File: config.mk
export PLATFORM = sky130hd
export DESIGN_NAME = uhq_top
export DESIGN_NICKNAME = d
export VERILOG_FILES = /design/src/uhq_pkg.sv /design/src/uhq_top.sv
export SDC_FILE = /design/constraint.sdc
export NUM_CORES = 1
export LEC_CHECK = 0
export ABC_AREA = 1
export CAP_MARGIN = 20
export CORE_MARGIN = 3
export CORE_UTILIZATION = 60
export CTS_BUF_LIST = sky130_fd_sc_hd__clkbuf_16
export CTS_CLUSTER_DIAMETER = 100
export DETAILED_ROUTE_END_ITERATION = 8
export DONT_BUFFER_PORTS = 1
export GPL_ROUTABILITY_DRIVEN = 0
export MAX_ROUTING_LAYER = met4
export PLACE_DENSITY = 0.8
export REMOVE_ABC_BUFFERS = 1
export SYNTH_ARGS = -nofsm -noshare
export SYNTH_HDL_FRONTEND = slang
export SYNTH_SLANG_ARGS = --single-unit
File: constraint.sdc
create_clock -name clk_sys -period 14 [get_ports clk_sys]
set_input_delay 2.1 -clock clk_sys [delete_from_list [all_inputs] [get_ports clk_sys]]
set_output_delay 2.1 -clock clk_sys [all_outputs]
set_load 0.1 [all_outputs]
File: src/uhq_pkg.sv
// uhq_pkg: constants and types for the usb schedule engine and wire coder
// assumes a single controller clock; shared by the top module and its testbench
package uhq_pkg;
  // wishbone byte offsets
  localparam logic [7:0] ADR_CTRL = 8'h00;
  localparam logic [7:0] ADR_FRAME = 8'h04;
  localparam logic [7:0] ADR_STAT = 8'h08;
  localparam logic [7:0] ADR_TX = 8'h0C;
  localparam logic [7:0] ADR_RX = 8'h10;
  // link pointer bits
  localparam int LP_T = 0;
  localparam int LP_Q = 1;
  localparam int LP_VF = 2;
  localparam logic [31:0] WORD2_OFS = 32'h4;
  // tx command and rx status field positions
  localparam int TXC_PID = 0;
  localparam int TXC_ADDR = 4;
  localparam int TXC_ENDP = 11;
  localparam int RX_OK_BIT = 4;
  localparam int RX_BAD_BIT = 5;
  // reset values
  localparam logic RUN_RST = 1'b0;
  localparam logic [31:0] FRAME_RST = 32'h0;
  // pid types
  localparam logic [3:0] PID_OUT = 4'h1;
  localparam logic [3:0] PID_IN = 4'h9;
  localparam logic [3:0] PID_SOF = 4'h5;
  localparam logic [3:0] PID_SETUP = 4'hD;
  localparam logic [3:0] PID_DATA0 = 4'h3;
  localparam logic [3:0] PID_DATA1 = 4'hB;
  localparam logic [3:0] PID_ACK = 4'h2;
  localparam logic [3:0] PID_NAK = 4'hA;
  localparam logic [3:0] PID_STALL = 4'hE;
  localparam logic [3:0] PID_PRE = 4'hC;
  // wire coding
  localparam logic [7:0] SYNC_BYTE = 8'h80;
  localparam logic [2:0] STUFF_RUN = 3'h6;
  localparam logic [4:0] LEN_TOKEN = 5'h1B;
  localparam logic [4:0] LEN_SHORT = 5'h10;
  localparam logic [1:0] EOP_LEN = 2'h2;
  // execution results
  localparam logic [1:0] RES_DATA = 2'h0;
  localparam logic [1:0] RES_NULL = 2'h1;
  localparam logic [1:0] RES_ERR = 2'h2;
  localparam logic [1:0] RES_NAK = 2'h3;
  typedef enum logic [3:0] {
    ST_IDLE = 4'h0, ST_PTR = 4'h1, ST_TD0 = 4'h3, ST_TD1 = 4'h2,
    ST_EXEC = 4'h6, ST_WB = 4'h7, ST_QH0 = 4'h5, ST_QH1 = 4'h4
  } uhq_state_t;
  typedef enum logic [1:0] {
    TX_IDLE = 2'h0, TX_BITS = 2'h1, TX_EOP = 2'h3
  } uhq_tx_t;
endpackage

File: src/uhq_top.sv
// uhq_top: schedule walker, packet transmitter and pid checker
// assumes a same-clock memory port, executor and pid receiver
//
// Function
// - breadth-first: element pointer, run descriptor, write back, then head
// - failed queued descriptor: no advance, continue through head pointer
// - success with depth-first flag set: follow descriptor link pointer, or head pointer if that link has terminate set
// - on advance copy descriptor link pointer into element pointer
// - on queue head keep a copy and enter in-queue state
// - never advance on error, even with exhausted error count
// - advance on data or null data; error or nak retries element
// - outside queue: terminate ends frame, else next descriptor or head
// - element terminate set: empty queue, follow head or end frame
// - element queue flag set: fetch nested queue head
// - depth-first clear: update element, then follow head pointer
// - nrzi: one holds the line level, zero toggles it
// - insert zero after six consecutive ones before nrzi
// - stuffing spans sync to end, even just before eop
// - every field sent least significant bit first
// - eight-bit sync, line shows kjkjkjkk after idle
// - pid: type in bits 0-3, complement in bits 4-7
// - bad check field or undefined type: packet ignored
// - token codes out 0001, in 1001, sof 0101, setup 1101
// - data0 0011, data1 1011, ack 0010
// - nak 1010, stall 1110, pre 1100
// - in, setup, out tokens carry address then endpoint
// - terminate in head pointer means no more work this frame
// - breadth-first by default, depth-first per descriptor flag
//
// The register addresses and the Wishbone slave port are this design's own decisions.
`timescale 1ns/10ps
`default_nettype none
module uhq_top
  import uhq_pkg::*;
(
  input wire logic clk_sys,
  input wire logic rst,
  input wire logic ce,
  input wire logic wb_cyc_i,
  input wire logic wb_stb_i,
  input wire logic wb_we_i,
  input wire logic [7:0] wb_adr_i,
  input wire logic [3:0] wb_sel_i,
  input wire logic [31:0] wb_dat_i,
  output logic [31:0] wb_dat_o,
  output logic wb_ack_o,
  input wire logic frame_tick,
  output logic mem_req,
  output logic mem_we,
  output logic [31:0] mem_addr,
  output logic [31:0] mem_wdata,
  input wire logic mem_ack,
  input wire logic [31:0] mem_rdata,
  output logic exec_req,
  output logic [31:0] exec_token,
  input wire logic exec_done,
  input wire logic [1:0] exec_result,
  output logic usb_dp_o,
  output logic usb_dm_o,
  output logic usb_oe_o,
  input wire logic rx_pid_valid,
  input wire logic [7:0] rx_pid_byte,
  output logic rx_pid_ok,
  output logic rx_pid_bad,
  output logic [3:0] rx_pid_type
);
  uhq_state_t state_reg, state_next;
  logic run_reg;
  logic [31:0] frame_reg;
  logic [31:0] cur_ptr_reg, cur_ptr_next;
  logic in_q_reg, in_q_next;
  logic [31:0] qh_addr_reg, qh_hlp_reg, qh_elp_reg;
  logic [31:0] td_link_reg;
  logic bad_sticky_reg;
  uhq_tx_t tx_state_reg;
  logic [26:0] tx_sh_reg;
  logic [4:0] tx_left_reg;
  logic [2:0] tx_ones_reg;
  logic [1:0] tx_eop_reg;

  // bus decode
  wire bus_req = wb_cyc_i && wb_stb_i && !wb_ack_o;
  wire bus_wr = bus_req && wb_we_i;
  wire wr_ctrl = bus_wr && wb_adr_i == ADR_CTRL && wb_sel_i[0];
  wire wr_frame = bus_wr && wb_adr_i == ADR_FRAME;
  wire wr_tx = bus_wr && wb_adr_i == ADR_TX && wb_sel_i[0];
  wire wr_rx = bus_wr && wb_adr_i == ADR_RX && wb_sel_i[0];
  wire tx_busy = tx_state_reg != TX_IDLE;
  wire [31:0] stat_word = {26'h0, tx_busy, in_q_reg, state_reg};
  wire [31:0] rx_word = {26'h0, bad_sticky_reg, rx_pid_ok, rx_pid_type};
  logic [31:0] rd_word;
  always_comb begin
    if (wb_adr_i == ADR_CTRL) begin
      rd_word = {31'h0, run_reg};
    end else if (wb_adr_i == ADR_FRAME) begin
      rd_word = frame_reg;
    end else if (wb_adr_i == ADR_STAT) begin
      rd_word = stat_word;
    end else if (wb_adr_i == ADR_RX) begin
      rd_word = rx_word;
    end else begin
      rd_word = 32'h0;
    end
  end

  // every access, mapped or not, is acked one cycle later
  always_ff @(posedge clk_sys or posedge rst) begin
    if (rst) begin
      wb_ack_o <= 1'b0;
      wb_dat_o <= 32'h0;
      run_reg <= RUN_RST;
      frame_reg <= FRAME_RST;
    end else if (ce) begin
      wb_ack_o <= bus_req;
      if (bus_req) begin
        wb_dat_o <= rd_word;
      end
      if (wr_ctrl) begin
        run_reg <= wb_dat_i[0];
      end
      for (int i = 0; i < 4; i++) begin
        if (wr_frame && wb_sel_i[i]) begin
          frame_reg[i*8 +: 8] <= wb_dat_i[i*8 +: 8];
        end
      end
    end
  end

  // schedule walker
  wire [31:0] ptr_addr = {cur_ptr_reg[31:4], 4'h0};
  wire mem_st = state_reg inside {ST_TD0, ST_TD1, ST_QH0, ST_QH1, ST_WB};
  wire mem_done = mem_req && mem_ack;
  wire ex_done = exec_req && exec_done;
  wire advance = exec_result == RES_DATA || exec_result == RES_NULL;
  logic [31:0] addr_next;
  always_comb begin
    case (state_reg)
      ST_TD1: addr_next = ptr_addr + WORD2_OFS;
      ST_QH1: addr_next = ptr_addr + WORD2_OFS;
      ST_WB: addr_next = qh_addr_reg + WORD2_OFS;
      default: addr_next = ptr_addr;
    endcase
  end

  always_comb begin
    state_next = state_reg;
    cur_ptr_next = cur_ptr_reg;
    in_q_next = in_q_reg;
    case (state_reg)
      ST_IDLE: begin
        if (frame_tick && run_reg) begin
          cur_ptr_next = frame_reg;
          in_q_next = 1'b0;
          state_next = ST_PTR;
        end
      end
      ST_PTR: begin
        if (cur_ptr_reg[LP_T]) begin
          state_next = ST_IDLE;
          in_q_next = 1'b0;
        end else if (cur_ptr_reg[LP_Q]) begin
          state_next = ST_QH0;
        end else begin
          state_next = ST_TD0;
        end
      end
      ST_QH0: begin
        if (mem_done) begin
          state_next = ST_QH1;
        end
      end
      ST_QH1: begin
        if (mem_done) begin
          in_q_next = 1'b1;
          state_next = ST_PTR;
          if (mem_rdata[LP_T]) begin
            cur_ptr_next = qh_hlp_reg;
            // empty queue: head pointer leads outside this queue
            in_q_next = 1'b0;
          end else begin
            cur_ptr_next = mem_rdata;
          end
        end
      end
      ST_TD0: begin
        if (mem_done) begin
          state_next = ST_TD1;
        end
      end
      ST_TD1: begin
        if (mem_done) begin
          state_next = ST_EXEC;
        end
      end
      ST_EXEC: begin
        if (ex_done) begin
          state_next = ST_PTR;
          if (!in_q_reg) begin
            cur_ptr_next = td_link_reg;
          end else if (advance) begin
            state_next = ST_WB;
          end else begin
            // retry element next frame
            cur_ptr_next = qh_hlp_reg;
            in_q_next = 1'b0;
          end
        end
      end
      ST_WB: begin
        if (mem_done) begin
          state_next = ST_PTR;
          if (td_link_reg[LP_VF] && !td_link_reg[LP_T]) begin
            cur_ptr_next = td_link_reg;
          end else begin
            cur_ptr_next = qh_hlp_reg;
            in_q_next = 1'b0;
          end
        end
      end
      default: begin
        state_next = ST_IDLE;
      end
    endcase
  end

  always_ff @(posedge clk_sys or posedge rst) begin
    if (rst) begin
      state_reg <= ST_IDLE;
      cur_ptr_reg <= 32'h0;
      in_q_reg <= 1'b0;
    end else if (ce) begin
      state_reg <= state_next;
      cur_ptr_reg <= cur_ptr_next;
      in_q_reg <= in_q_next;
    end
  end

  // queue head copy and descriptor words
  always_ff @(posedge clk_sys or posedge rst) begin
    if (rst) begin
      qh_addr_reg <= 32'h0;
      qh_hlp_reg <= 32'h0;
      qh_elp_reg <= 32'h0;
      td_link_reg <= 32'h0;
      exec_token <= 32'h0;
    end else if (ce && mem_done) begin
      if (state_reg == ST_QH0) begin
        qh_addr_reg <= ptr_addr;
        qh_hlp_reg <= mem_rdata;
      end
      if (state_reg == ST_QH1) begin
        qh_elp_reg <= mem_rdata;
      end
      if (state_reg == ST_TD0) begin
        td_link_reg <= mem_rdata;
      end
      if (state_reg == ST_TD1) begin
        exec_token <= mem_rdata;
      end
    end
  end

  // memory and executor handshakes; request held until answered
  always_ff @(posedge clk_sys or posedge rst) begin
    if (rst) begin
      mem_req <= 1'b0;
      mem_we <= 1'b0;
      mem_addr <= 32'h0;
      mem_wdata <= 32'h0;
      exec_req <= 1'b0;
    end else if (ce) begin
      if (mem_done) begin
        mem_req <= 1'b0;
      end else if (mem_st && !mem_req) begin
        mem_req <= 1'b1;
        mem_addr <= addr_next;
        mem_we <= state_reg == ST_WB;
        mem_wdata <= td_link_reg;
      end
      if (ex_done) begin
        exec_req <= 1'b0;
      end else if (state_reg == ST_EXEC && !exec_req) begin
        exec_req <= 1'b1;
      end
    end
  end

  // transmitter: one bit per enabled cycle
  wire [3:0] cmd_pid = wb_dat_i[TXC_PID +: 4];
  wire cmd_tok = cmd_pid == PID_OUT || cmd_pid == PID_IN ||
                 cmd_pid == PID_SETUP;
  wire [26:0] cmd_bits = {wb_dat_i[TXC_ENDP +: 4], wb_dat_i[TXC_ADDR +: 7],
                          ~cmd_pid, cmd_pid, SYNC_BYTE};
  wire do_stuff = tx_ones_reg == STUFF_RUN;
  wire cur_bit = tx_sh_reg[0];

  always_ff @(posedge clk_sys or posedge rst) begin
    if (rst) begin
      tx_state_reg <= TX_IDLE;
      tx_sh_reg <= 27'h0;
      tx_left_reg <= 5'h0;
      tx_ones_reg <= 3'h0;
      tx_eop_reg <= 2'h0;
      usb_dp_o <= 1'b1;
      usb_dm_o <= 1'b0;
      usb_oe_o <= 1'b0;
    end else if (ce) begin
      case (tx_state_reg)
        TX_IDLE: begin
          usb_dp_o <= 1'b1;
          usb_dm_o <= 1'b0;
          usb_oe_o <= 1'b0;
          if (wr_tx) begin
            tx_state_reg <= TX_BITS;
            tx_sh_reg <= cmd_bits;
            tx_left_reg <= cmd_tok ? LEN_TOKEN : LEN_SHORT;
            tx_ones_reg <= 3'h0;
          end
        end
        TX_BITS: begin
          usb_oe_o <= 1'b1;
          if (do_stuff) begin
            // stuffed zero: toggle, even as the last bit
            usb_dp_o <= ~usb_dp_o;
            usb_dm_o <= usb_dp_o;
            tx_ones_reg <= 3'h0;
          end else if (tx_left_reg == 5'h0) begin
            tx_state_reg <= TX_EOP;
            tx_eop_reg <= EOP_LEN;
            usb_dp_o <= 1'b0;
            usb_dm_o <= 1'b0;
          end else begin
            if (!cur_bit) begin
              usb_dp_o <= ~usb_dp_o;
              usb_dm_o <= usb_dp_o;
            end
            tx_ones_reg <= cur_bit ? tx_ones_reg + 3'h1 : 3'h0;
            tx_sh_reg <= {1'b0, tx_sh_reg[26:1]};
            tx_left_reg <= tx_left_reg - 5'h1;
          end
        end
        TX_EOP: begin
          if (tx_eop_reg == 2'h1) begin
            tx_state_reg <= TX_IDLE;
            usb_dp_o <= 1'b1;
          end
          tx_eop_reg <= tx_eop_reg - 2'h1;
        end
        default: begin
          tx_state_reg <= TX_IDLE;
        end
      endcase
    end
  end

  // pid checker; a corrupt pid drops the packet
  wire [3:0] rpid = rx_pid_byte[3:0];
  wire rx_chk = rx_pid_byte[7:4] == ~rpid;
  wire rx_def = rpid inside {PID_OUT, PID_IN, PID_SOF, PID_SETUP,
    PID_DATA0, PID_DATA1, PID_ACK, PID_NAK, PID_STALL,
    PID_PRE};
  wire rx_good = rx_chk && rx_def;
  wire rx_clr = wr_rx && wb_dat_i[RX_BAD_BIT];

  always_ff @(posedge clk_sys or posedge rst) begin
    if (rst) begin
      rx_pid_ok <= 1'b0;
      rx_pid_bad <= 1'b0;
      rx_pid_type <= 4'h0;
      bad_sticky_reg <= 1'b0;
    end else if (ce) begin
      rx_pid_ok <= rx_pid_valid && rx_good;
      rx_pid_bad <= rx_pid_valid && !rx_good;
      if (rx_pid_valid && rx_good) begin
        rx_pid_type <= rpid;
      end
      // new error wins over a clear in the same cycle
      if (rx_pid_valid && !rx_good) begin
        bad_sticky_reg <= 1'b1;
      end else if (rx_clr) begin
        bad_sticky_reg <= 1'b0;
      end
    end
  end
endmodule
`default_nettype wire

## Word level (Yosys, flattened, before mapping)

Index checks and enable logic that the tools add are counted.

- Flip-flop bits (word level): 343
- Input bits: 96
- Output and inout bits: 141
- Logic and storage cells: 236

- Add/sub/neg operators: 5
- Equal/unequal tests: 48
- Muxes and demuxes: 73
- Bitwise gates (word level): 4
- Reduce and logical (&&, ||, !) cells: 75

Operators with widths:

| kind | number |
|---|---|
| $mux W32 | 10 |
| $pmux W32 S4 | 1 |
| $mux W27 | 3 |
| $add A32 B3 Y32 const B | 2 |
| $pmux W32 S2 | 1 |
| $pmux W27 S2 | 1 |
| $eq A4 B4 Y1 const B | 8 |
| $mux W4 | 7 |
| $ne A2 B2 Y1 const B | 14 |
| $pmux W4 S7 | 1 |
| $reduce_and A2 Y1 | 14 |
| $logic_and A1 B1 Y1 | 25 |
| $mux W3 | 8 |
| $mux W1 | 22 |
| $eq A4 B3 Y1 const B | 5 |
| $eq A4 B2 Y1 const B | 4 |
| $eq A8 B4 Y1 const B | 2 |
| $mux W5 | 3 |
| $reduce_and A7 Y1 | 2 |
| $eq A4 B1 Y1 const B | 3 |
| $mux W2 | 6 |
| $mux W6 | 2 |
| $reduce_and A4 Y1 | 3 |
| $reduce_bool A2 Y1 | 6 |
| other kinds (35) | 52 |

## Depth between registers and ports, before layout

Gate-level depths: netlist of run 1.

- Depth in word-level cells: 8
- Gate-level depth with buffers: 12
- Gate-level depth less buffers: 10

## Worst setup path before layout of run 1

No wires, ideal clock.

- Kind: input-to-reg
- From: input port wb_adr_i[6]
- To: register frame_reg[0]
- Setup time: 0.121 ns
- Arrival: 3.109 ns
- Required time: 13.879 ns
- Setup slack: 10.770 ns
- Stages on the path: 10
- Buffers on the path: 2
- Cells stage by stage: inv_1 > nand2_1 > nor2_4 > nand2_1 > inv_1 > buf_4 > nand2_1 > buf_2 > nand2_1 > o21ai_1

- Word-level cells in the longest chain between the ends: 4

Ends and longest elaborated chain:

| what | RTL line | RTL |
|---|---|---|
| start: declaration | uhq_top.sv:42 | `input wire logic [7:0] wb_adr_i,` |
| $eq A8 B3 Y1 | uhq_top.sv:85 | `wire wr_frame = bus_wr && wb_adr_i == ADR_FRAME;` |
| $logic_and A1 B1 Y1 | uhq_top.sv:85 |  |
| $logic_and A1 B1 Y1 | uhq_top.sv:122 | `if (wr_frame && wb_sel_i[i]) begin` |
| $reduce_and A2 Y1 (no line) | -- |  |
| end signal: indexed assignment | uhq_top.sv:123 | `frame_reg[i*8 +: 8] <= wb_dat_i[i*8 +: 8];` |
| end: declaration | uhq_top.sv:69 | `logic [31:0] frame_reg;` |

No other way between the ends.
A chain may end at the register's enable or synchronous reset.

## Worst setup path in the final report of run 1

- From: register state_reg[1]
- To: register cur_ptr_reg[21]

- Word-level cells in the longest chain between the ends: 3
- Elaborated cells between the ends (all ways): 12
- Classes of those cells: eq/ne (8); mux (1); reduce/logical (3)

Ends and longest elaborated chain:

| what | RTL line | RTL |
|---|---|---|
| start: declaration | uhq_top.sv:67 | `uhq_state_t state_reg, state_next;` |
| start signal: assignment | uhq_top.sv:232 | `state_reg <= state_next;` |
| $eq A4 B3 Y1 or $logic_not A4 Y1 (tied branches) | uhq_top.sv:149 | `case (state_reg)` |
| $ne A3 B3 Y1 (no line) (tied with other cells) | -- |  |
| $reduce_and A7 Y1 (no line) | -- |  |
| end signal: assignment | uhq_top.sv:233 | `cur_ptr_reg <= cur_ptr_next;` |
| end: declaration | uhq_top.sv:70 | `logic [31:0] cur_ptr_reg, cur_ptr_next;` |

Several ways; a longest one is shown, not always the timed one.

==> results of run 1 <==
## area by class of cell
class | instances | area (um2) | area share [%]
inverters | 189 | 724 | 4.24
repair buffers | 15 | 156 | 0.915
clock inverters | 25 | 171 | 1.00
well taps | 335 | 419 | 2.45
multi-input cells | 1353 | 6290 | 36.8
clock buffers | 38 | 951 | 5.56
flip-flops and latches | 335 | 8390 | 49.0
## worst max-delay path: stages, from the launching register on
cell and delay [ns]:
dfrtp_1 0.66, nand2_4 0.59, nor2_4 1.06, nand3_1 0.32, nand2_1 0.15, nor2_1 0.06, nand2_2 0.63, inv_2 0.56
nand2_1 0.20, nand2_1 0.08
## report_power, final
| part | switching (mW) | total, mW | internal [mW] |
|---|---|---|---|
| sequential | 1.07 | 2.29 | 1.23 |
| combinational | 0.633 | 0.901 | 0.269 |
| clock | 0.382 | 0.909 | 0.527 |
| total | 2.08 | 4.10 | 2.02 |
## logic make-up after synthesis
family	Yosys count	synth area share, %
adder cells (fa/ha/maj)	4	0.313
AO/OA/AOI/OAI	367	12.7
flip-flops	335	52.4
XOR/XNOR	5	0.274
AND/OR/NAND/NOR	974	25.8
buffers and inverters	313	8.47
other	1	0.0234
## synthesized netlist by cell type, types with 2 or more instances
cell type and number:
buf_6 10, nand3_2 2, nor2_1 36, inv_1 184
nand2_1 722, inv_4 3, nand4_2 2, or2_2 3
nand2_2 3, nor3_1 3, o211ai_1 32, o21ai_1 50
a21oi_1 32, xor2_1 4, o21ai_0 215, buf_1 9
nand4_1 61, a21o_1 28, nor2_2 5, o21a_1 7
nor2_4 3, clkbuf_2 2, nand3_4 2, dfrtp_1 334
buf_2 28, ha_1 4, inv_2 2, buf_4 16
nand3_1 127, nor2_8 2, clkbuf_1 59
## per-layer routing
metal,vias to the layer above,global-route usage (%),part of all wire [%]
met5,-,-,0
li1,6289,-,-
met1,6587,40.5,40
met4,0,11.5,3.3
met2,754,49.6,47
met3,127,6.78,9.8
## how the worst min path moves through the flow
stage,cells past startpoint,start,slack [ns],endpoint
floorplan,2,tx_sh_reg[8],0.43,tx_sh_reg[8]
CTS,2,tx_sh_reg[23],0.47,tx_sh_reg[23]
finish,2,tx_sh_reg[6],0.47,tx_sh_reg[6]
global placement,2,tx_sh_reg[8],0.45,tx_sh_reg[8]
global route,2,tx_sh_reg[24],0.48,tx_sh_reg[24]
detailed placement,2,tx_sh_reg[23],0.46,tx_sh_reg[23]
## metrics by stage
stage	power, mW	instances	hold slack (ns)	util (%)
after global placement	3.14	2224	0.447	60.9
after detailed placement	3.18	2224	0.458	60.9
after floorplan	2.87	1877	0.434	-
after global routing	4.30	2290	0.484	65.4
after CTS	4.10	2287	0.472	65.2
final	4.10	2290	0.470	65.4
==> metrics.md, run 1 <==
| Metric | Value |
|---|---|
| Worst-path maximum fanout | `62` |
| Largest cells by area after synthesis | `dfrtp_1 52%, nand2_1 17%, o21ai_0 6.7%` |
| Antenna cells | `0` |
| Proportion of synthesized chip area in sequential cells | `52.4%` |
| Power per standard cell area | `240 nW/um2` |
| Number of vias after detailed routing | `13800` |
| Core Area | `26100 um2` |
| Final setup slack of the worst path | `9.53 ns` |
| Endpoint class of the critical path | `register` |
| Number of warning messages in the yosys log | `0` |
| Setup slack of the most critical reg-to-reg path | `9.53 ns` |
| Number of flip-flops and latches in the synthesized netlist | `335` |
| Count of hold buffers inserted by post-cts repair | `0` |
| Number of setup buffers added after CTS | `0` |
| Drt pass-1 iters | `6` |
| Instance area at placement | `15900 um2` |
| Kind of start point of the critical path | `register` |
| Post-placement worst setup slack | `9.62 ns` |
| Number of placed I/O pins | `237` |
| Area growth, synth to finish | `6.90%` |
| Number of antenna violations at the first check in global routing | `0` |
| Number of max-cap violations | `0` |
| Final-report max-slew violation count | `0` |
| Max-slew headroom | `24.1%` |
| Number of DRC violations after detailed routing | `0` |
| Commonest cells after routing, fill and taps aside | `720 x nand2_1, 333 x dfrtp_1, 215 x o21ai_0` |
| Post-layout min period | `4.47 ns` |
| Routed wirelength normalized by instance count | `19.3 um` |
| Maximum count of clock buffers along a single path | `3` |
| Total global-route track usage | `31.4%` |
| Area of all placed cells without fillers | `17100 um2` |
| Final setup viols | `0` |
| Insertion delay of the later-clocked pin in the worst-skew pair | `0.52 ns` |
| Worst Tran Pin Value | `1.14 ns` |
| Number of input and output port buffers inserted | `0` |
| Die Outline Area | `28700 um2` |
| # H-tree levels | `2` |
| Clock-pin slew on the worst setup and hold paths | `0.06 ns` |
| Clk_skew | `0.0124 ns` |
| Number of instances in the synthesized netlist | `1999` |
| Routed wire length | `44.1 mm` |
| Run status | `complete, no violations` |
| Layout net count | `2030` |
| Most common library cell in the layout ignoring fill and taps | `nand2_1` |
| Number of enable flip-flop cells after synthesis | `0` |
| Clock root buffer | `clkbuf_16` |
| Number of global-route vias before repair | `13300` |
| Number of sinks driven by the clock tree | `335` |
| Upper clock frequency limit | `224 MHz` |
| Crit. Startpoint | `state_reg[1]` |
| Portion of synthesized cell area occupied by the leading cell type | `52.2%` |
| Per-instance average area after synthesis | `8.00 um2` |
| Launching point of the worst reg2reg path | `state_reg[1]` |
| Period utilisation layout | `31.9%` |
| CP endpoint | `cur_ptr_reg[21]` |
| Setup repair after global routing missed its margin | `no` |
| First-pass GRT wire length | `70.4 mm` |
| Placement Rows | `59` |
| Crit path arrival time | `4.86 ns` |
| Number of routed nets with antenna violations | `0` |
| Mapped Area | `16000 um2` |
| Clock tree from TritonCTS | `yes` |
| Kind of path behind the tightest hold check | `register to register` |
| Reg2reg end | `cur_ptr_reg[21]` |
| Required time at the worst-slack endpoint | `14.39 ns` |
| Leading area contributor after synthesis | `dfrtp_1` |
| Share of cells above drive strength 1 | `5.12%` |
| Async set-or-reset flop fraction in the synthesized netlist | `100%` |
| Num CTS Buffers | `36` |
| PostCTS Resize Cnt | `0` |
| Leakage power | `8.72 nW` |
| Synth unique cells | `40` |
| Width of the die | `169 um` |
| Floorplan die height | `169 um` |
| Starting density of the core | `61.2%` |
| Layout fillers | `2159` |
| Flip-flop cell with the highest count after synthesis | `dfrtp_1` |
| Largest net degree at the start of global routing | `115` |
| Vias per cell | `6.01` |
| Fin Setup TNS | `0 ns` |
| Final Hold Violating Endpoints | `0` |
| Worst-case vdd ir drop | `141 uV` |
| Violation count after the first detailed-routing iteration | `1564` |
| Critical Setup Path Class | `register to register` |
| Global route total overflow | `0` |
| Estimated wirelength of the detail-placed design | `26.2 mm` |
| Cells on worst reg2reg path | `9` |
(Power assumes the default switching activity.)
==> inputs of run 2 (changes only) <==
==> constraint.sdc (replaced) <==
create_clock -name clk_sys -period 4.2 [get_ports clk_sys]
set_input_delay 0.63 -clock clk_sys [delete_from_list [all_inputs] [get_ports clk_sys]]
set_output_delay 0.63 -clock clk_sys [all_outputs]
set_load 0.1 [all_outputs]
==> run 2 against run 1 <==
  * Worst hold slack got worse by 0.34 ns
  * Setup slack got worse by 8.5 ns
  * Register-to-register slack got worse by 8.5 ns
  * Clock power increased to 3.4 times the previous value
  * Die area unchanged
  * Clock-buffer cell count unchanged
==> metrics.md, run 2 (synthesis gave the netlist of run 1 again) <==
| Metric | Value |
|---|---|
| Run status | `complete, no violations` |
| Number of global-route vias before repair | `13300 (-0.64%)` |
| Commonest cells after routing, fill and taps aside | `720 x nand2_1, 333 x dfrtp_1, 215 x o21ai_0` |
| Fin Setup TNS | `0 ns (unchanged)` |
| Clock root buffer | `clkbuf_16` |
| Clock-pin slew on the worst setup and hold paths | `0.06 ns (about the same)` |
| Worst Tran Pin Value | `0.985 ns (-0.151 ns)` |
| Layout fillers | `2158 (-0.046%)` |
| Number of cells in the design after placement | `2235 (+0.49%)` |
| Final core utilization | `65.9% (+0.47 points)` |
| Global route total overflow | `0 (unchanged)` |
| Final Hold Violating Endpoints | `0 (unchanged)` |
| Final setup slack of the worst path | `0.983 ns (-8.55 ns)` |
| First-pass GRT wire length | `70.1 mm (-0.33%)` |
| Max-slew headroom | `34.3% (+10 points)` |
| Floorplan die height | `169 um (unchanged)` |
| Power per standard cell area | `799 nW/um2 (+230%)` |
| Critical Setup Path Class | `register to register` |
| Clk_skew | `0.0266 ns (+0.0142 ns)` |
| Drt pass-1 iters | `6 (unchanged)` |
| Multi-input combinational cell area | `6290 um2 (unchanged)` |
| Leakage power | `8.78 nW (+0.68%)` |
| Post-layout min period | `3.22 ns (-1.25 ns)` |
| Instance area at placement | `16000 um2 (+0.83%)` |
| Cells on worst reg2reg path | `8 (-1)` |
| Total global-route track usage | `31.3% (-0.13 points)` |
| Number of non-filler instances in the completed layout | `2301 (+0.48%)` |
| Period utilisation layout | `76.6% (+45 points)` |
| Kind of start point of the critical path | `register` |
| PostCTS Resize Cnt | `0 (unchanged)` |
| Most common library cell in the layout ignoring fill and taps | `nand2_1` |
| Number of sinks driven by the clock tree | `335 (unchanged)` |
| Layout net count | `2039 (+0.44%)` |
| Placement Rows | `59 (unchanged)` |
| Estimated wirelength of the detail-placed design | `26.3 mm (+0.68%)` |
| Number of input and output port buffers inserted | `0 (unchanged)` |
| Die Outline Area | `28700 um2 (unchanged)` |
| # H-tree levels | `2 (unchanged)` |
| Required time at the worst-slack endpoint | `4.57 ns (-9.82 ns)` |
| Vias per cell | `5.89 (-2.0%)` |
| Antenna cells | `0 (unchanged)` |
| Worst-path maximum fanout | `35 (-44%)` |
| Largest net degree at the start of global routing | `122 (+6.1%)` |
| Starting density of the core | `61.2% (unchanged)` |
| Worst-case vdd ir drop | `380 uV (+170%)` |
| Area growth, synth to finish | `7.67%` |
| Most used cell along the critical path | `nand2_1` |
| Overall Power | `13.8 mW (+240%)` |
| Cell at the slowest stage of the critical path | `dfrtp_1` |
| Number of routed nets with antenna violations | `0 (unchanged)` |
| Final-report max-slew violation count | `0 (unchanged)` |
| Routed wire length | `43.4 mm (-1.6%)` |
| Number of setup buffers added after CTS | `0 (unchanged)` |
| Violation count after the first detailed-routing iteration | `1536 (-1.8%)` |
| Worst hold slack after final layout | `0.128 ns (-0.342 ns)` |
| Width of the die | `169 um (unchanged)` |
| Maximum count of clock buffers along a single path | `3 (unchanged)` |
| Number of antenna violations at the first check in global routing | `0 (unchanged)` |
| Kind of path behind the tightest hold check | `input port to asynchronous set/reset pin` |
| Slowest Stage Delay on Critical Path | `0.73 ns (-0.33 ns)` |
| Number of max-cap violations | `0 (unchanged)` |
| Number of placed I/O pins | `237 (unchanged)` |
| Endpoint class of the critical path | `register` |
| Clock tree from TritonCTS | `yes` |
| Share of cells above drive strength 1 | `5.44% (+0.33 points)` |
| Count of hold buffers inserted by post-cts repair | `0 (unchanged)` |
| Area of all placed cells without fillers | `17200 um2 (+0.72%)` |
| Routed wirelength normalized by instance count | `18.9 um (-2.0%)` |
| Setup repair after global routing missed its margin | `no` |
| Final setup viols | `0 (unchanged)` |
| Ordered list of cells on the worst path | `inv_1 > nand3_1 > nor2_8 > inv_4 > nor2_2 > nand2_1 > nand2_1 > o21ai_1` |
| Number of vias after detailed routing | `13500 (-1.6%)` |
| Core Area | `26100 um2 (unchanged)` |
| Register area | `8390 um2 (unchanged)` |
| Crit path arrival time | `3.59 ns (-1.27 ns)` |
| Insertion delay of the later-clocked pin in the worst-skew pair | `0.52 ns (about the same)` |
| Post-placement worst setup slack | `1.04 ns (-8.58 ns)` |
| Upper clock frequency limit | `311 MHz (+39%)` |
| Num CTS Buffers | `36 (unchanged)` |
| Number of DRC violations after detailed routing | `0 (unchanged)` |
[run 2: report_power, final]
group	switching, mW	internal, mW	leakage, nW
Clock	1.26	1.82	0.597
Sequential	3.50	4.10	4.35
Combinational	2.14	0.938	3.84
[run 2: layout make-up]
cell class | instances | area share [%]
Sequential cell | 335 | 48.7
Multi-Input combinational cell | 1353 | 36.5
Clock buffer | 38 | 5.52
Inverter | 189 | 4.21
Tap cell | 335 | 2.43
Timing Repair Buffer | 24 | 1.45
Clock inverter | 27 | 1.16
[run 2: path summary, 6_finish.rpt]
check	from	to	slack, ns
max in group asynchronous	rst	mem_addr[20]	2.97
max reg2reg	wb_ack_o	frame_reg[2]	0.98
max	wb_ack_o	frame_reg[2]	0.98
min in group clk_sys	mem_rdata[28]	qh_hlp_reg[28]	0.23
min	rst	mem_req	0.13
min reg2reg	tx_sh_reg[24]	tx_sh_reg[24]	0.47
[run 2: layer usage]
layer  routed length (um)  track usage (%)  up-vias  part of all wire, %
li1                     -                -     6327                    -
met1                17400             40.7     6392                   40
met2                20400             48.7      709                   47
met3                 4200             6.59      115                  9.7
met4                 1450             12.3        0                  3.3
met5                    0                -        -                    0
[run 2: critical path: cells and delay by family, from the launching register on]
kind	cells	cell delay (ns)
compound gates	1	0.07
buf+inv	2	0.60
flops	1	0.73
simple gates	5	1.66
==> inputs of run 3 (changes only) <==
==> constraint.sdc (replaced) <==
create_clock -name clk_sys -period 3.05 [get_ports clk_sys]
set_input_delay 0.4575 -clock clk_sys [delete_from_list [all_inputs] [get_ports clk_sys]]
set_output_delay 0.4575 -clock clk_sys [all_outputs]
set_load 0.1 [all_outputs]
==> run 3 against run 2 <==
  * Setup slack worse by 0.35 ns
  * Worst hold slack worse by 0.064 ns
  * Total power is 37% higher
  * Fmax is 33% higher
  * Non-clock buffer count is 10 higher
  * Via count is 2.1% higher
  * Clock skew is 0.00080 ns lower
  * Critical endpoint is now cur_ptr_reg[18]
  * Critical path type unchanged
  * Utilization is 0.15 points higher
  * Routed wire length is 1.8% higher
  * Sequential power is 37% higher
==> metrics.md, run 3 (synthesis gave the netlist of run 1 again) <==
| Metric | Value |
|---|---|
| Count of hold buffers inserted by post-cts repair | `1 (+1)` |
| Worst-path maximum fanout | `30 (-14%)` |
| Clock tree from TritonCTS | `yes` |
| Commonest cells after routing, fill and taps aside | `720 x nand2_1, 333 x dfrtp_1, 215 x o21ai_0` |
| Vias per cell | `5.98 (+1.6%)` |
| # H-tree levels | `2 (unchanged)` |
| Crit path arrival time | `2.87 ns (-0.72 ns)` |
| Number of routed nets with antenna violations | `0 (unchanged)` |
| PostCTS Resize Cnt | `0 (unchanged)` |
| Number of input and output port buffers inserted | `0 (unchanged)` |
| Worst Tran Pin Value | `0.996 ns (+0.0112 ns)` |
| Overall Power | `18.8 mW (+37%)` |
| Antenna cells | `0 (unchanged)` |
| Final Hold Violating Endpoints | `0 (unchanged)` |
| Period utilisation layout | `79.2% (+2.6 points)` |
| Number of placed I/O pins | `237 (unchanged)` |
| Critical Setup Path Class | `register to register` |
| Clock-pin slew on the worst setup and hold paths | `0.06 ns (about the same)` |
| Total global-route track usage | `31.6% (+0.34 points)` |
| Width of the die | `169 um (unchanged)` |
| Area growth, synth to finish | `7.91%` |
| Clk_skew | `0.0258 ns (-0.000797 ns)` |
| Share of cells above drive strength 1 | `5.97% (+0.53 points)` |
| Placement Rows | `59 (unchanged)` |
| Routed wire length | `44.2 mm (+1.8%)` |
| Estimated wirelength of the detail-placed design | `27.4 mm (+4.2%)` |
| Global route total overflow | `0 (unchanged)` |
| Largest net degree at the start of global routing | `117 (-4.1%)` |
| Final setup viols | `0 (unchanged)` |
| Maximum count of clock buffers along a single path | `3 (unchanged)` |
| Layout net count | `2050 (+0.54%)` |
| Starting density of the core | `61.2% (unchanged)` |
| Insertion delay of the later-clocked pin in the worst-skew pair | `0.52 ns (about the same)` |
| Final-report max-slew violation count | `0 (unchanged)` |
| Kind of path behind the tightest hold check | `input port to register` |
| Number of DRC violations after detailed routing | `0 (unchanged)` |
| Drt pass-1 iters | `6 (unchanged)` |
| First-pass GRT wire length | `70.8 mm (+1.0%)` |
| Number of antenna violations at the first check in global routing | `0 (unchanged)` |
| Post-layout min period | `2.42 ns (-0.801 ns)` |
| Most common library cell in the layout ignoring fill and taps | `nand2_1` |
| Number of vias after detailed routing | `13800 (+2.1%)` |
| Num CTS Buffers | `37 (+2.8%)` |
| Final core utilization | `66.1% (+0.15 points)` |
| Max-slew headroom | `33.6% (-0.75 points)` |
| Number of setup buffers added after CTS | `0 (unchanged)` |
| Endpoint class of the critical path | `register` |
| Number of sinks driven by the clock tree | `335 (unchanged)` |
| Power per standard cell area | `1090 nW/um2 (+37%)` |
| Required time at the worst-slack endpoint | `3.50 ns (-1.07 ns)` |
| Routed wirelength normalized by instance count | `19.1 um (+1.3%)` |
| Worst-case vdd ir drop | `634 uV (+67%)` |
| Clock root buffer | `clkbuf_16` |
| Number of global-route vias before repair | `13500 (+2.0%)` |
| Upper clock frequency limit | `414 MHz (+33%)` |
| Setup repair after global routing missed its margin | `no` |
| Fin Setup TNS | `0 ns (unchanged)` |
| Run status | `complete, no violations` |
| Number of max-cap violations | `0 (unchanged)` |
| Kind of start point of the critical path | `register` |
| Leakage power | `8.80 nW (+0.27%)` |
| Violation count after the first detailed-routing iteration | `1342 (-13%)` |
| Core Area | `26100 um2 (unchanged)` |
| Die Outline Area | `28700 um2 (unchanged)` |
| Floorplan die height | `169 um (unchanged)` |
## run 3: worst max-delay path, stage by stage (launching register included)
cell	delay (ns)
dfrtp_1	0.66
nand2_4	0.30
o21ai_0	0.24
nand2_1	0.12
nor2_1	0.16
nand2_2	0.08
inv_2	0.53
nand2_1	0.14
nand2_1	0.09
## run 3: final timing paths
check / from / end / slack, ns / cells past startpoint
setup / recovery: state_reg[1] / cur_ptr_reg[18] / 0.63 / 8
min in group asynchronous: rst / mem_req / 0.53 / 2
hold / removal: mem_rdata[20] / qh_hlp_reg[20] / 0.06 / 2
max in group asynchronous: rst / qh_addr_reg[17] / 1.66 / 3
hold reg to reg: bad_sticky_reg / bad_sticky_reg / 0.47 / 2
setup reg to reg: state_reg[1] / cur_ptr_reg[18] / 0.63 / 8
## run 3: metal layers
| layer | GRT usage (%) | routed length (um) |
|---|---|---|
| met4 | 10.8 | 1540 |
| met5 | - | 0 |
| met1 | 40.0 | 17100 |
| met3 | 6.08 | 4050 |
| met2 | 51.7 | 21500 |
## run 3: area by class of cell
cell class                      instances  area (um2)
Clock inverter                         28         131
Multi-Input combinational cell       1353        6290
Sequential cell                       335        8390
Fill cell                            2160        8870
Clock buffer                           38         951
Inverter                              189         724
Tap cell                              335         419
Timing Repair Buffer                   34         358
## run 3: through the flow
stage,hold slack (ns),area [um2],worst slack [ns],std cells
floorplan,0.434,15400,-6.69,1877
global placement,0.428,16200,0.766,2245
detailed placement,0.442,16200,0.654,2245
CTS,0.0464,17300,0.646,2312
global route,0.0559,17300,0.400,2312
finish,0.0646,17300,0.634,2312
## run 3: report_power, final
part / total (mW) / switching (mW) / internal [mW]
logic: 4.39 / 3.05 / 1.35
clock network: 4.02 / 1.76 / 2.25
registers: 10.4 / 4.76 / 5.65
